==> src/shared/ddzq_pkg.sv <==
package ddzq_pkg;

  // Clock period and time to cycle conversion, rounded up, never below one
  localparam int CLK_NS = 10;

  function automatic int ddzq_ns2ck(input int ns);
    int c;
    c = (ns + CLK_NS - 1) / CLK_NS;
    return (c < 1) ? 1 : c;
  endfunction : ddzq_ns2ck

  // Analog limits in ns
  localparam int T_RCD_NS = 14;
  localparam int T_RP_NS = 14;
  localparam int T_RAS_NS = 35;
  localparam int T_RC_NS = 49;
  localparam int T_RRD_NS = 8;
  localparam int T_FAW_NS = 40;
  localparam int T_RTP_NS = 8;
  localparam int RCD_CK = ddzq_ns2ck(T_RCD_NS);
  localparam int RP_CK = ddzq_ns2ck(T_RP_NS);
  localparam int RAS_CK = ddzq_ns2ck(T_RAS_NS);
  localparam int RC_CK = ddzq_ns2ck(T_RC_NS);
  localparam int RRD_CK = ddzq_ns2ck(T_RRD_NS);
  localparam int FAW_CK = ddzq_ns2ck(T_FAW_NS);
  localparam int RTP_CK = ddzq_ns2ck(T_RTP_NS);

  // Limits given in clocks
  localparam int CCD_CK = 4;
  localparam int RD2PRE_CK = 4;
  localparam int RD2WR_EXTRA_CK = 2;
  localparam int ZQINIT_CK = 512;
  localparam int ZQOPER_CK = 256;
  localparam int ZQCS_CK = 64;
  localparam int FAW_ACTS = 4;
  localparam int PRE_LAT = 3;

  // Address bits with a command meaning
  localparam int A_AP = 10;
  localparam int A_BC = 12;

  // Register map
  localparam logic [3:0] REG_CFG = 4'h0;
  localparam logic [3:0] REG_STAT = 4'h4;
  localparam logic [3:0] REG_ERR = 4'h8;
  localparam logic [3:0] REG_ZQN = 4'hC;

  // Configuration fields
  localparam int CFG_W = 14;
  localparam int CFG_CL = 0;
  localparam int CFG_AL = 4;
  localparam int CFG_CWL = 8;
  localparam int CFG_BC4 = 12;
  localparam int CFG_OTF = 13;
  localparam logic [CFG_W-1:0] CFG_RST = 14'h0505;

  // Error flag positions
  localparam int E_NOROW = 0;
  localparam int E_RCD = 1;
  localparam int E_ACT_OPEN = 2;
  localparam int E_RC = 3;
  localparam int E_RRD = 4;
  localparam int E_FAW = 5;
  localparam int E_CCD = 6;
  localparam int E_RD2WR = 7;
  localparam int E_RD2PRE = 8;
  localparam int E_RP = 9;
  localparam int E_ZQ_IDLE = 10;
  localparam int E_ZQ_QUIET = 11;
  localparam int E_ZQ_CKE = 12;
  localparam int E_ZQ_ODT = 13;
  localparam int ERR_W = 14;

  localparam int DQ_W = 8;

  typedef enum logic [2:0] {
    OP_NOP, OP_ACT, OP_RD, OP_WR, OP_PRE, OP_ZQ, OP_OTHER
  } ddzq_op_e;

  typedef struct packed {
    logic cke;
    logic odt;
    logic cs_n;
    logic ras_n;
    logic cas_n;
    logic we_n;
    logic [2:0] ba;
    logic [13:0] addr;
  } ddzq_cmd_s;

  typedef struct packed {
    logic v;
    logic bc4;
    logic [2:0] ba;
    logic [7:0] row;
    logic [9:0] col;
  } ddzq_launch_s;

  typedef struct packed {
    logic dq_oe;
    logic dqs_oe;
    logic dqs_run;
    logic [DQ_W-1:0] dq_rise;
    logic [DQ_W-1:0] dq_fall;
  } ddzq_rdout_s;

  function automatic ddzq_op_e ddzq_decode(input ddzq_cmd_s c);
    ddzq_op_e op;
    case ({c.cs_n, c.ras_n, c.cas_n, c.we_n})
      4'b0111: op = OP_NOP;
      4'b0011: op = OP_ACT;
      4'b0101: op = OP_RD;
      4'b0100: op = OP_WR;
      4'b0010: op = OP_PRE;
      4'b0110: op = OP_ZQ;
      default: op = c.cs_n ? OP_NOP : OP_OTHER;
    endcase
    return op;
  endfunction : ddzq_decode

  // Data element k of a burst; BC4 wraps inside its nibble
  function automatic logic [DQ_W-1:0] ddzq_elem(input ddzq_launch_s s, input logic [2:0] k);
    logic [2:0] c;
    c = s.bc4 ? {s.col[2], s.col[1:0] + k[1:0]} : s.col[2:0] + k;
    return {s.ba, s.col[4:3], c} ^ s.row;
  endfunction : ddzq_elem

endpackage : ddzq_pkg

==> src/rtl/ddzq_rd_pipe.sv <==
`timescale 1ns/1ns
module ddzq_rd_pipe
  import ddzq_pkg::*;
#(
  parameter int DEPTH = 32
) (
  // Clock and reset
  input wire logic clk,
  input wire logic srst,
  // Read launch in, delayed copy out
  input wire ddzq_launch_s launch,
  input wire logic [$clog2(DEPTH)-1:0] tap,
  output ddzq_launch_s tap_out
);

  if ((DEPTH < 2) || ((DEPTH & (DEPTH - 1)) != 0)) begin : g_chk
    $error("ddzq_rd_pipe: DEPTH must be a power of two");
  end

  ddzq_launch_s sh_q [DEPTH];

  always_ff @(posedge clk) begin
    if (srst) begin
      for (int i = 0; i < DEPTH; i++) begin
        sh_q[i] <= '0;
      end
    end else begin
      sh_q[0] <= launch;
      for (int i = 1; i < DEPTH; i++) begin
        sh_q[i] <= sh_q[i-1];
      end
    end
  end

  assign tap_out = sh_q[tap];

endmodule : ddzq_rd_pipe

==> src/rtl/ddzq_dram.sv <==
// The strobed register port and the register addresses were decided locally.
`timescale 1ns/1ns
module ddzq_dram
  import ddzq_pkg::*;
#(
  parameter int CT_W = 8,
  parameter int PIPE_DEPTH = 32
) (
  // Clock and reset
  input wire logic clk,
  input wire logic srst,
  // Command and address bus
  input wire ddzq_cmd_s cmd,
  // Read data and strobe
  output ddzq_rdout_s rdout,
  // Register port
  input wire logic [3:0] reg_addr,
  input wire logic [31:0] reg_wdata,
  input wire logic reg_wr,
  input wire logic reg_rd,
  output logic [31:0] reg_rdata
);

  localparam int NB = 8;
  localparam int TAP_W = $clog2(PIPE_DEPTH);
  localparam logic [CT_W-1:0] RP_C = CT_W'(RP_CK);
  localparam logic [CT_W-1:0] RC_C = CT_W'(RC_CK);
  localparam logic [CT_W-1:0] RAS_C = CT_W'(RAS_CK);
  localparam logic [CT_W-1:0] RRD_C = CT_W'(RRD_CK);
  localparam logic [CT_W-1:0] FAW_C = CT_W'(FAW_CK);
  localparam logic [CT_W-1:0] CCD_C = CT_W'(CCD_CK);
  localparam logic [CT_W-1:0] AGE_ONE = CT_W'(1);
  localparam int RTPX = (RTP_CK > RD2PRE_CK) ? RTP_CK : RD2PRE_CK;

  if ((CT_W < 7) || (RC_CK >= (1 << CT_W) - 1) || (FAW_CK >= (1 << CT_W) - 1)) begin : g_chk
    $error("ddzq_dram: CT_W too small for the timing limits");
  end
  if (PIPE_DEPTH < 32) begin : g_chk_pipe
    $error("ddzq_dram: PIPE_DEPTH must cover the largest read latency");
  end

  function automatic logic [CT_W-1:0] sat_inc(input logic [CT_W-1:0] v);
    return (&v) ? v : v + 1'b1;
  endfunction : sat_inc

  // Configuration and latencies
  logic [CFG_W-1:0] cfg_q;
  logic [ERR_W-1:0] err_q;
  logic [15:0] zqn_q;
  logic [3:0] cl, al, cwl;
  logic [4:0] rl, wl;
  logic [TAP_W-1:0] rl_tap;
  assign cl = cfg_q[CFG_CL +: 4];
  assign al = cfg_q[CFG_AL +: 4];
  assign cwl = cfg_q[CFG_CWL +: 4];
  assign rl = {1'b0, al} + {1'b0, cl};
  assign wl = {1'b0, al} + {1'b0, cwl};
  assign rl_tap = (rl >= 5'(PRE_LAT)) ? TAP_W'(rl - 5'(PRE_LAT)) : '0;

  // Command decode
  ddzq_op_e op;
  logic is_act, is_rd, is_wr, is_pre, is_zq, is_col, pre_all;
  logic [2:0] b;
  assign op = ddzq_decode(cmd);
  assign is_act = (op == OP_ACT);
  assign is_rd = (op == OP_RD);
  assign is_wr = (op == OP_WR);
  assign is_pre = (op == OP_PRE);
  assign is_zq = (op == OP_ZQ);
  assign is_col = is_rd | is_wr;
  assign pre_all = cmd.addr[A_AP];
  assign b = cmd.ba;

  // Bank state and command ages; an age reads k at the k-th edge after its command
  logic [NB-1:0] open_q, ap_pend_q;
  logic [7:0] row_q [NB];
  logic [CT_W-1:0] act_age_q [NB];
  logic [CT_W-1:0] rd_age_q [NB];
  logic [CT_W-1:0] pre_age_q [NB];
  logic [CT_W-1:0] ap_cnt_q [NB];
  logic [CT_W-1:0] faw_q [FAW_ACTS];
  logic [CT_W-1:0] act_any_q, rd_any_q, wr_any_q;
  logic [9:0] zq_cnt_q;
  logic zq_init_q, zq_busy;
  assign zq_busy = (zq_cnt_q != '0);

  // Derived limits
  logic [CT_W:0] rcd_sum;
  logic [CT_W-1:0] rd2pre_min, ap_load;
  logic [CT_W:0] rd2wr_min;
  logic [NB-1:0] rtp_bad, rp_pend;
  logic rd_go;
  assign rcd_sum = {1'b0, act_age_q[b]} + (CT_W+1)'(al);
  assign rd2pre_min = CT_W'(al) + CT_W'(RTPX);
  assign ap_load = CT_W'(al) + CT_W'(RTPX - 1);
  assign rd2wr_min = (CT_W+1)'(rl) + (CT_W+1)'(CCD_CK + RD2WR_EXTRA_CK) - (CT_W+1)'(wl);
  assign rd_go = is_rd & open_q[b];

  for (genvar g = 0; g < NB; g++) begin : g_bank_chk
    assign rtp_bad[g] = open_q[g] & (rd_age_q[g] < rd2pre_min);
    assign rp_pend[g] = (pre_age_q[g] < RP_C);
  end

  // Protocol checks
  logic [ERR_W-1:0] err_set;
  always_comb begin
    err_set = '0;
    err_set[E_ACT_OPEN] = is_act & (open_q[b] | ap_pend_q[b]);
    err_set[E_RC] = is_act & (act_age_q[b] < RC_C);
    err_set[E_RP] = is_act & rp_pend[b];
    err_set[E_RRD] = is_act & (act_any_q < RRD_C);
    err_set[E_FAW] = is_act & (faw_q[FAW_ACTS-1] < FAW_C);
    err_set[E_NOROW] = is_col & ~open_q[b];
    err_set[E_RCD] = is_col & open_q[b] & (rcd_sum < (CT_W+1)'(RCD_CK));
    err_set[E_CCD] = (is_rd & (rd_any_q < CCD_C)) | (is_wr & (wr_any_q < CCD_C));
    err_set[E_RD2WR] = is_wr & ({1'b0, rd_any_q} < rd2wr_min);
    err_set[E_RD2PRE] = is_pre & (pre_all ? (|rtp_bad) : rtp_bad[b]);
    err_set[E_ZQ_IDLE] = is_zq & ((|(open_q | ap_pend_q)) | (|rp_pend));
    err_set[E_ZQ_QUIET] = zq_busy & ~(op == OP_NOP || is_zq);
    err_set[E_ZQ_CKE] = zq_busy & ~cmd.cke;
    err_set[E_ZQ_ODT] = zq_busy & cmd.odt;
  end

  always_ff @(posedge clk) begin
    if (srst) begin
      open_q <= '0;
      ap_pend_q <= '0;
      for (int i = 0; i < NB; i++) begin
        row_q[i] <= '0;
        act_age_q[i] <= '1;
        rd_age_q[i] <= '1;
        pre_age_q[i] <= '1;
        ap_cnt_q[i] <= '0;
      end
    end else begin
      for (int i = 0; i < NB; i++) begin
        act_age_q[i] <= sat_inc(act_age_q[i]);
        rd_age_q[i] <= sat_inc(rd_age_q[i]);
        pre_age_q[i] <= sat_inc(pre_age_q[i]);
        if (ap_pend_q[i]) begin
          if (ap_cnt_q[i] != '0) begin
            ap_cnt_q[i] <= ap_cnt_q[i] - 1'b1;
          end else if (act_age_q[i] >= RAS_C) begin
            open_q[i] <= 1'b0;
            ap_pend_q[i] <= 1'b0;
            pre_age_q[i] <= AGE_ONE;
          end
        end
        if (is_pre && (pre_all || (3'(i) == b))) begin
          open_q[i] <= 1'b0;
          ap_pend_q[i] <= 1'b0;
          pre_age_q[i] <= AGE_ONE;
        end
      end
      if (is_act) begin
        open_q[b] <= 1'b1;
        row_q[b] <= cmd.addr[7:0];
        act_age_q[b] <= AGE_ONE;
      end
      if (rd_go) begin
        rd_age_q[b] <= AGE_ONE;
        if (cmd.addr[A_AP]) begin
          ap_pend_q[b] <= 1'b1;
          ap_cnt_q[b] <= ap_load;
        end
      end
    end
  end

  // Channel wide ages and activate window
  always_ff @(posedge clk) begin
    if (srst) begin
      act_any_q <= '1;
      rd_any_q <= '1;
      wr_any_q <= '1;
      for (int i = 0; i < FAW_ACTS; i++) begin
        faw_q[i] <= '1;
      end
    end else begin
      act_any_q <= is_act ? AGE_ONE : sat_inc(act_any_q);
      rd_any_q <= is_rd ? AGE_ONE : sat_inc(rd_any_q);
      wr_any_q <= is_wr ? AGE_ONE : sat_inc(wr_any_q);
      faw_q[0] <= is_act ? AGE_ONE : sat_inc(faw_q[0]);
      for (int i = 1; i < FAW_ACTS; i++) begin
        faw_q[i] <= is_act ? sat_inc(faw_q[i-1]) : sat_inc(faw_q[i]);
      end
    end
  end

  always_ff @(posedge clk) begin
    if (srst) begin
      zq_cnt_q <= '0;
      zq_init_q <= 1'b0;
      zqn_q <= '0;
    end else if (is_zq) begin
      if (cmd.addr[A_AP]) begin
        zq_cnt_q <= zq_init_q ? 10'(ZQOPER_CK) : 10'(ZQINIT_CK);
        zq_init_q <= 1'b1;
      end else begin
        zq_cnt_q <= 10'(ZQCS_CK);
      end
    end else if (zq_busy) begin
      zq_cnt_q <= zq_cnt_q - 1'b1;
      if (zq_cnt_q == 10'h001) begin
        zqn_q <= zqn_q + 1'b1;
      end
    end
  end

  // Read latency delay line
  ddzq_launch_s launch, tap_out, start_q, cur_q;
  always_comb begin
    launch = '0;
    launch.v = rd_go;
    launch.bc4 = cfg_q[CFG_BC4] | (cfg_q[CFG_OTF] & ~cmd.addr[A_BC]);
    launch.ba = b;
    launch.row = row_q[b];
    launch.col = cmd.addr[9:0];
  end

  ddzq_rd_pipe #(
    .DEPTH(PIPE_DEPTH)
  ) u_pipe (
    .clk(clk),
    .srst(srst),
    .launch(launch),
    .tap(rl_tap),
    .tap_out(tap_out)
  );

  // Burst engine
  logic [1:0] beat_q, left_q, nxt_beat;
  logic go_new, go_cont;
  ddzq_launch_s nxt_src;
  assign go_new = start_q.v;
  assign go_cont = rdout.dq_oe & (left_q != 2'b00);
  assign nxt_beat = go_new ? 2'b00 : beat_q + 2'b01;
  assign nxt_src = go_new ? start_q : cur_q;

  always_ff @(posedge clk) begin
    if (srst) begin
      start_q <= '0;
      cur_q <= '0;
      beat_q <= '0;
      left_q <= '0;
      rdout <= '0;
    end else begin
      start_q <= tap_out;
      if (go_new) begin
        cur_q <= start_q;
        left_q <= start_q.bc4 ? 2'b01 : 2'b11;
      end else if (go_cont) begin
        left_q <= left_q - 2'b01;
      end
      beat_q <= nxt_beat;
      rdout.dq_oe <= go_new | go_cont;
      rdout.dqs_oe <= tap_out.v | go_new | go_cont;
      rdout.dqs_run <= go_new | go_cont;
      rdout.dq_rise <= ddzq_elem(nxt_src, {nxt_beat, 1'b0});
      rdout.dq_fall <= ddzq_elem(nxt_src, {nxt_beat, 1'b1});
    end
  end

  // Register port
  logic hit_cfg, hit_stat, hit_err, hit_zqn;
  logic [31:0] rd_mux;
  logic [ERR_W-1:0] err_clr;
  assign hit_cfg = (reg_addr == REG_CFG);
  assign hit_stat = (reg_addr == REG_STAT);
  assign hit_err = (reg_addr == REG_ERR);
  assign hit_zqn = (reg_addr == REG_ZQN);
  assign err_clr = (reg_wr && hit_err) ? reg_wdata[ERR_W-1:0] : '0;
  assign rd_mux = hit_cfg ? 32'(cfg_q)
                : hit_stat ? 32'({|ap_pend_q, zq_busy, open_q})
                : hit_err ? 32'(err_q)
                : hit_zqn ? 32'(zqn_q)
                : 32'h0000_0000;

  always_ff @(posedge clk) begin
    if (srst) begin
      cfg_q <= CFG_RST;
      err_q <= '0;
      reg_rdata <= '0;
    end else begin
      if (reg_wr && hit_cfg) begin
        cfg_q <= reg_wdata[CFG_W-1:0];
      end
      err_q <= (err_q & ~err_clr) | err_set;
      reg_rdata <= reg_rd ? rd_mux : 32'h0000_0000;
    end
  end
endmodule : ddzq_dram

==> config.mk <==
export PLATFORM = sky130hd
export DESIGN_NAME = ddzq_dram
export DESIGN_NICKNAME = d
export VERILOG_FILES = /design/src/shared/ddzq_pkg.sv /design/src/rtl/ddzq_rd_pipe.sv /design/src/rtl/ddzq_dram.sv
export SDC_FILE = /design/constraint.sdc
export NUM_CORES = 2
export LEC_CHECK = 0
export BUFFER_PORTS_ARGS = -buffer_cell sky130_fd_sc_hd__buf_2
export CAP_MARGIN = 30
export CORE_MARGIN = 2
export CORE_UTILIZATION = 55
export DETAILED_ROUTE_END_ITERATION = 12
export GPL_TIMING_DRIVEN = 0
export PLACE_DENSITY = 0.71
export SLEW_MARGIN = 30
export SYNTH_ARGS = -nofsm -noshare
export SYNTH_HDL_FRONTEND = slang
export SYNTH_SLANG_ARGS = --single-unit
==> constraint.sdc <==
create_clock -name clk -period 4.9 [get_ports clk]
set_input_delay 0.49 -clock clk [delete_from_list [all_inputs] [get_ports clk]]
set_output_delay 0.49 -clock clk [all_outputs]
set_load 0.03 [all_outputs]
# [Word level (Yosys, flattened, before mapping)]
# Memory sizes are Yosys's and may differ from the RTL's.
# Cells that the tools add are included.
[classes] add_sub_neg=55 eq_ne=25 reduce_logical=79 n_bitwise=134 mux=347 order_cmp=34
[ops] operator="$mux 8" count=94
[ops] operator="$mux 23" count=32
[ops] operator="$add 8x1->8 const B" count=31
[ops] operator="$reduce_and 8->1" count=31
[ops] operator="$mux 1" count=196
[ops] operator="$or 1x1->1" count=92
[ops] operator="$mux 14" count=5
[ops] operator="$ge 8x3->1 const B" count=8
[ops] operator="$lt 8x2->1 const B" count=8
[ops] operator="$lt 8x5->1" count=8
[ops] operator="$reduce_bool 8->1" count=8
[ops] operator="$sub 8x1->8 const B" count=8
[ops] operator="$mux 10" count=4
[ops] operator="$reduce_or 8->1" count=5
[ops] operator="$lt 8x3->1 const B" count=4
[ops] operator="$and 1x1->1" count=27
[ops] operator="$or 8x8->8" count=3
[ops] operator="$mux 22" count=1
[ops] operator="$eq 4x3->1 const B" count=5
[ops] operator="$pmux 3 s6" count=1
[ops] operator="$add 16x1->16 const B" count=1
[ops] operator="$xor 8x8->8" count=2
[ops] operator="$and 14x14->14" count=1
[ops] operator="$not 14->14" count=1
[ops] operator="46 further kinds" count=98
[totals] output_inout_bits=51 memories=7 inputBits=63 register_bits=194 mem_bits_rw=1088
[mem_list] name="u_pipe.sh_q" words=32 word_bits=23 rd=32 rd_clocked_by_memory_dff=0 write_ports=32 line_no="ddzq_rd_pipe.sv:20" source="ddzq_launch_s sh_q [DEPTH];"
[mem_list] name="act_age_q" words=8 word_bits=8 rd=9 rd_clocked_by_memory_dff=0 write_ports=9 line_no="ddzq_dram.sv:77" source="logic [CT_W-1:0] act_age_q [NB];"
[mem_list] name="ap_cnt_q" words=8 word_bits=8 rd=8 rd_clocked_by_memory_dff=0 write_ports=9 line_no="ddzq_dram.sv:80" source="logic [CT_W-1:0] ap_cnt_q [NB];"
[mem_list] name="pre_age_q" words=8 word_bits=8 rd=8 rd_clocked_by_memory_dff=0 write_ports=8 line_no="ddzq_dram.sv:79" source="logic [CT_W-1:0] pre_age_q [NB];"
[mem_list] name="rd_age_q" words=8 word_bits=8 rd=8 rd_clocked_by_memory_dff=0 write_ports=9 line_no="ddzq_dram.sv:78" source="logic [CT_W-1:0] rd_age_q [NB];"
[mem_list] name="row_q" words=8 word_bits=8 rd=1 rd_clocked_by_memory_dff=0 write_ports=8 line_no="ddzq_dram.sv:76" source="logic [7:0] row_q [NB];"
[mem_list] name="+1 memories"

# [Logic depth before layout (Yosys ltp)]
# An unclocked memory read counts as a cell.
[logic_depth] word_depth=10 ltp_mapped=17 depth_no_buf=17

# [Modules after synthesis]
# From an unflattened synthesis, not the netlist that was laid out.
[hier_totals] cells_unflattened=5175 hier_area_um2=52690.5
[by_module_without_submodules] module="ddzq_dram" instances=1 seq_area_each_um2=11911.4 area_each_um2=26576.7 cells_per_inst=2807
[by_module_without_submodules] module="ddzq_rd_pipe" instances=1 seq_area_each_um2=14734.1 area_each_um2=26113.8 cells_per_inst=2368

# [Worst setup path after synthesis]
# Ideal clock, no wire load.
[synth_timing] kind="reg2reg" from="reg cfg_q[5]" to="reg err_q[7]" n_path_buf=0 required_ps=4779 path_stages_with_launch=16 slack_ps=1110 arrival_ps=3669 path_cell_list="dfxtp_1 -> inv_1 -> fa_1 -> xnor2_1 -> inv_1 -> fa_1 -> inv_1 -> ha_1 -> ha_1 -> fa_1 -> inv_1 -> ha_1 -> a21boi_0 -> o21ai_0 -> a211oi_1 -> o21ai_0"
[synth_between] elab_chain_cells=6 word_cells_on_any_way=7 cone_classes="4 x add/sub; 1 x order compare; 2 x bitwise"
[synth_rtl] element="from (decl)" line_no="ddzq_dram.sv:47" source="logic [CFG_W-1:0] cfg_q;"
[synth_rtl] element="from (signal assigned)" line_no="ddzq_dram.sv:286" source="cfg_q <= reg_wdata[CFG_W-1:0];"
[synth_rtl] element="$add 4x4->5" line_no="ddzq_dram.sv:56" source="assign rl = {1'b0, al} + {1'b0, cl};"
[synth_rtl] element="$add 5x3->6" line_no="ddzq_dram.sv:96" source="assign rd2wr_min = (CT_W+1)'(rl) + (CT_W+1)'(CCD_CK + RD2WR_EXTRA_CK) - (CT_W+1)'(wl);"
[synth_rtl] element="$sub 6x5->7 *" line_no="ddzq_dram.sv:96"
[synth_rtl] element="$lt 8x9->1 *" line_no="ddzq_dram.sv:116" source="err_set[E_RD2WR] = is_wr & ({1'b0, rd_any_q} < rd2wr_min);"
[synth_rtl] element="$and 1x1->1 *" line_no="ddzq_dram.sv:116"
[synth_rtl] element="$or 14x14->14 *" line_no="ddzq_dram.sv:288" source="err_q <= (err_q & ~err_clr) | err_set;"
[synth_rtl] element="to (signal assigned)" line_no="ddzq_dram.sv:288"
[synth_rtl] element="to (decl)" line_no="ddzq_dram.sv:48" source="logic [ERR_W-1:0] err_q;"
# Every way passes the cells marked *; elsewhere a longest branch is shown, timed or not.
# A chain may end at the register's enable or synchronous reset.

# [Worst setup path in the final report]
[layout_timing] from="reg cfg_q[5]" to="reg start_q[16] (netlist bit)"
[layout_between] elab_chain_cells=4 word_cells_on_any_way=5 cone_classes="2 x add/sub; 1 x order compare; 1 x mux; 1 x memory"
[layout_rtl] element="$add 4x4->5 *" line_no="ddzq_dram.sv:56"
[layout_rtl] element="$sub 5x2->5 / $ge 5x2->1 (equally long branches)" line_no="ddzq_dram.sv:58" source="assign rl_tap = (rl >= 5'(PRE_LAT)) ? TAP_W'(rl - 5'(PRE_LAT)) : '0;"
[layout_rtl] element="$mux 5 *" line_no="ddzq_dram.sv:58"
[layout_rtl] element="$mem_v2 32x23 *"
[layout_rtl] element="to (signal assigned)" line_no="ddzq_dram.sv:248" source="start_q <= tap_out;"
[layout_rtl] element="to (decl)" line_no="ddzq_dram.sv:211" source="ddzq_launch_s launch, tap_out, start_q, cur_q;"
# Marks and branches as above.

==> qor.csv <==
metric,value,unit
finalHoldViolCount,0,
first_pass_iters,8,
fmax,207,MHz
p_per_area,472,mW/mm²
status,"complete, no violations",
drive_gt1_share,8.35,%
place_inst,6161,
core.rowCount,106,
n_fill_cell,7043,
cts_tree,yes,
critPathKind,flip-flop to flip-flop,
synthCells,4938,
area_growth,12.4,%
clock_path_buffers,3,
grt_start_max_net_pins,17,
dieHeight,296,µm
insertion_delay,700,ps
worst_slew_pin_slew,1100,ps
grt.total_usage,31.8,%
holdCritPathClass,input port to flip-flop,
cts_root_buf,clkbuf_16,
initial_core_util,55.7,%
io_pins,114,
power,24.8,mW
hold_depth,3,
fin_crit_sh,98.7,%
vdd_drop_max,387,µV
p_leak,20.8,nW
io_buffers,70,
end_kind,flip-flop,
synthArstFlopShare,0,%
numClockSinks,1091,
start_kind,flip-flop,
layout.nets,5327,
utilization,62.7,%
drc,0,
synth-main-ff-cell,dfxtp_1,
cts_hold_buf,0,
setup_viol,0,
antenna_found_initial,6,
die_x,296,µm
finalClockSkew,24.6,ps
slew_viol_final,0,
grt_pass1_vias,35400,
gp_congestion,1.03,
stdcell_count,6372,
cts_made_buffers,111,
dp_hpwl,102,mm
synth.distinct_cells,75,
wl_per_cell,21.9,µm
ys_warn_count,0,
syn_area,0.0468,mm²
place_area,0.0487,mm²
relSlewSlack,26.8,%
core,0.0840,mm²
via_per_inst,5.81,
crit_arrival,5400,ps
reg2regPathDepth,14,
final_area,0.0526,mm²
dieArea,0.0874,mm²
synth-edff-count,160,
cp_data_required_time,5460,ps
drt-total-wl,139,mm
grt-ovfl-total,0,
grt_first_pass_wirelength,210,mm
path_clk_slew,60,ps
min_period,4830,ps
whs,36.4,ps
seq_area_frac_synth,50.1,%
avgSynthCellArea,9.48,µm²
ant_nets,0,
first_iter_violations,3618,
rsz0062_at_grt,true,
critPathMaxFanout,10,
ys_ff_latch,1091,
maxCapViolations,0,
vias,37000,
htreeDepth,3,
path summary, 6_finish.rpt:
kind,slack [ps],endpoint,start
setup / recovery,70,start_q[16],cfg_q[5]
hold / removal,40,cfg_q[8],reg_wdata[8]
setup reg to reg,70,start_q[16],cfg_q[5]
hold reg to reg,440,u_pipe.sh_q[10][22],u_pipe.sh_q[9][22]
per-layer routing:
metal	share of wire, %	track usage, %	wire length [µm]	vias up
met2	45	50.8	62600	1476
met5	0.017	0	23	-
met1	40	39.4	55900	17600
met3	7.7	6.16	10800	422
li1	-	-	-	17500
met4	7.2	20.5	10100	4
report_power, final:
part           total [mW]  switching (mW)  internal (mW)
logic                5.15            2.91           2.25
clock network        8.80            3.67           5.14
registers            10.8           0.927           9.92
total                24.8            7.50           17.3
synthesized netlist by cell type, drive strengths merged (18+ instances only):
cell       n  area, µm²
nor3      50        255
and2      80        500
dfxtp    931      18600
mux4      33        743
ha       114       1430
a32oi     18        158
or3       41        257
o2111ai   18        158
nor2b    578       3620
buf       83        438
nand3    229       1150
a21oi    183        916
a21o      20        150
nand2    642       2410
a31oi     76        475
and3      70        438
a221oi    54        479
a22oi     42        315
nor4      33        282
mux2i    146       1460
xnor2    105        920
a211oi    29        218
inv       89        334
nand2b    39        244
o21ai    174        871
xor2     130       1140
edfxtp   160       4800
nand4     56        350
clkbuf   205        769
nor2     288       1090
o22ai     80        500
or2       19        119
what timing repair did:
action                     4_1_cts  5_1_grt
buffers inserted                 1        0
resized for setup               10       12
setup endpoints to repair       17       13
per-stage QoR:
step,setup TNS (ps),setup slack (ps)
floorplan,0,1110
global placement,-5600,-539
detailed placement,-6290,-577
CTS,0,111
global route,-62.2,-33.0
finish,0,65.3
cells by family (layout without fill, tap and decap cells):
| logic type | count (synthesis) | count (layout) | synth area share (%) |
|---|---|---|---|
| XOR/XNOR | 235 | 235 | 4.40 |
| other | 1 | 18 | 0.00801 |
| adder cells (fa/ha/maj) | 122 | 122 | 3.39 |
| flip-flops | 1091 | 1091 | 50.1 |
| buffers and inverters | 378 | 661 | 3.30 |
| AND/OR/NAND/NOR | 2179 | 2179 | 23.8 |
| multiplexers | 195 | 195 | 5.10 |
| AO/OA/AOI/OAI | 737 | 737 | 9.86 |
registers in the layout, indices dropped and copies added (netlist names), 14 cells and up:
| signal | cells |
|---|---|
| zqn_q | 16 |
| faw_q | 32 |
| cfg_q | 14 |
| ap_cnt_q | 64 |
| cur_q | 17 |
| start_q | 17 |
| act_age_q | 64 |
| err_q | 14 |
| u_pipe.sh_q | 576 |
| reg_rdata | 16 |
| pre_age_q | 64 |
| row_q | 64 |
| rd_age_q | 64 |
worst max-delay path: stages (launching register included):
cell	delay (ps)
dfxtp_1	640
clkinvlp_4	250
fa_1	630
inv_1	100
ha_1	240
nor2_1	150
o32a_1	220
and3_1	170
clkbuf_1	210
buf_2	350
clkbuf_1	650
o22ai_1	230
a22oi_1	470
a32oi_1	120
o2111ai_1	240
area by class of cell:
cell class              instances  area, µm²  share of cell area [%]
clock buffers                 160       3250                    6.17
clock inverters                47        564                    1.07
diodes                          2       5.00                 0.00952
plain buffers                 288       1230                    2.34
repair buffers                 76        399                   0.759
flip-flops and latches       1091      23400                    44.6
well taps                    1134       1420                    2.70
multi-input cells            3484      21900                    41.7
inverters                      90        342                   0.649
placed cells by master (no fill, tap or decap), types with 86 or more instances in the layout:
cell       count
mux2i_1      146
dfxtp_1      930
inv_1         86
edfxtp_1     160
nand2_1      642
xnor2_1      105
o21ai_0      163
nand3_1      229
xor2_1       128
nor2_1       283
buf_2        101
clkbuf_1     215
ha_1         114
nor2b_1      578
clkbuf_16    115
a21oi_1      177
Power figures use the tool's default switching activity.
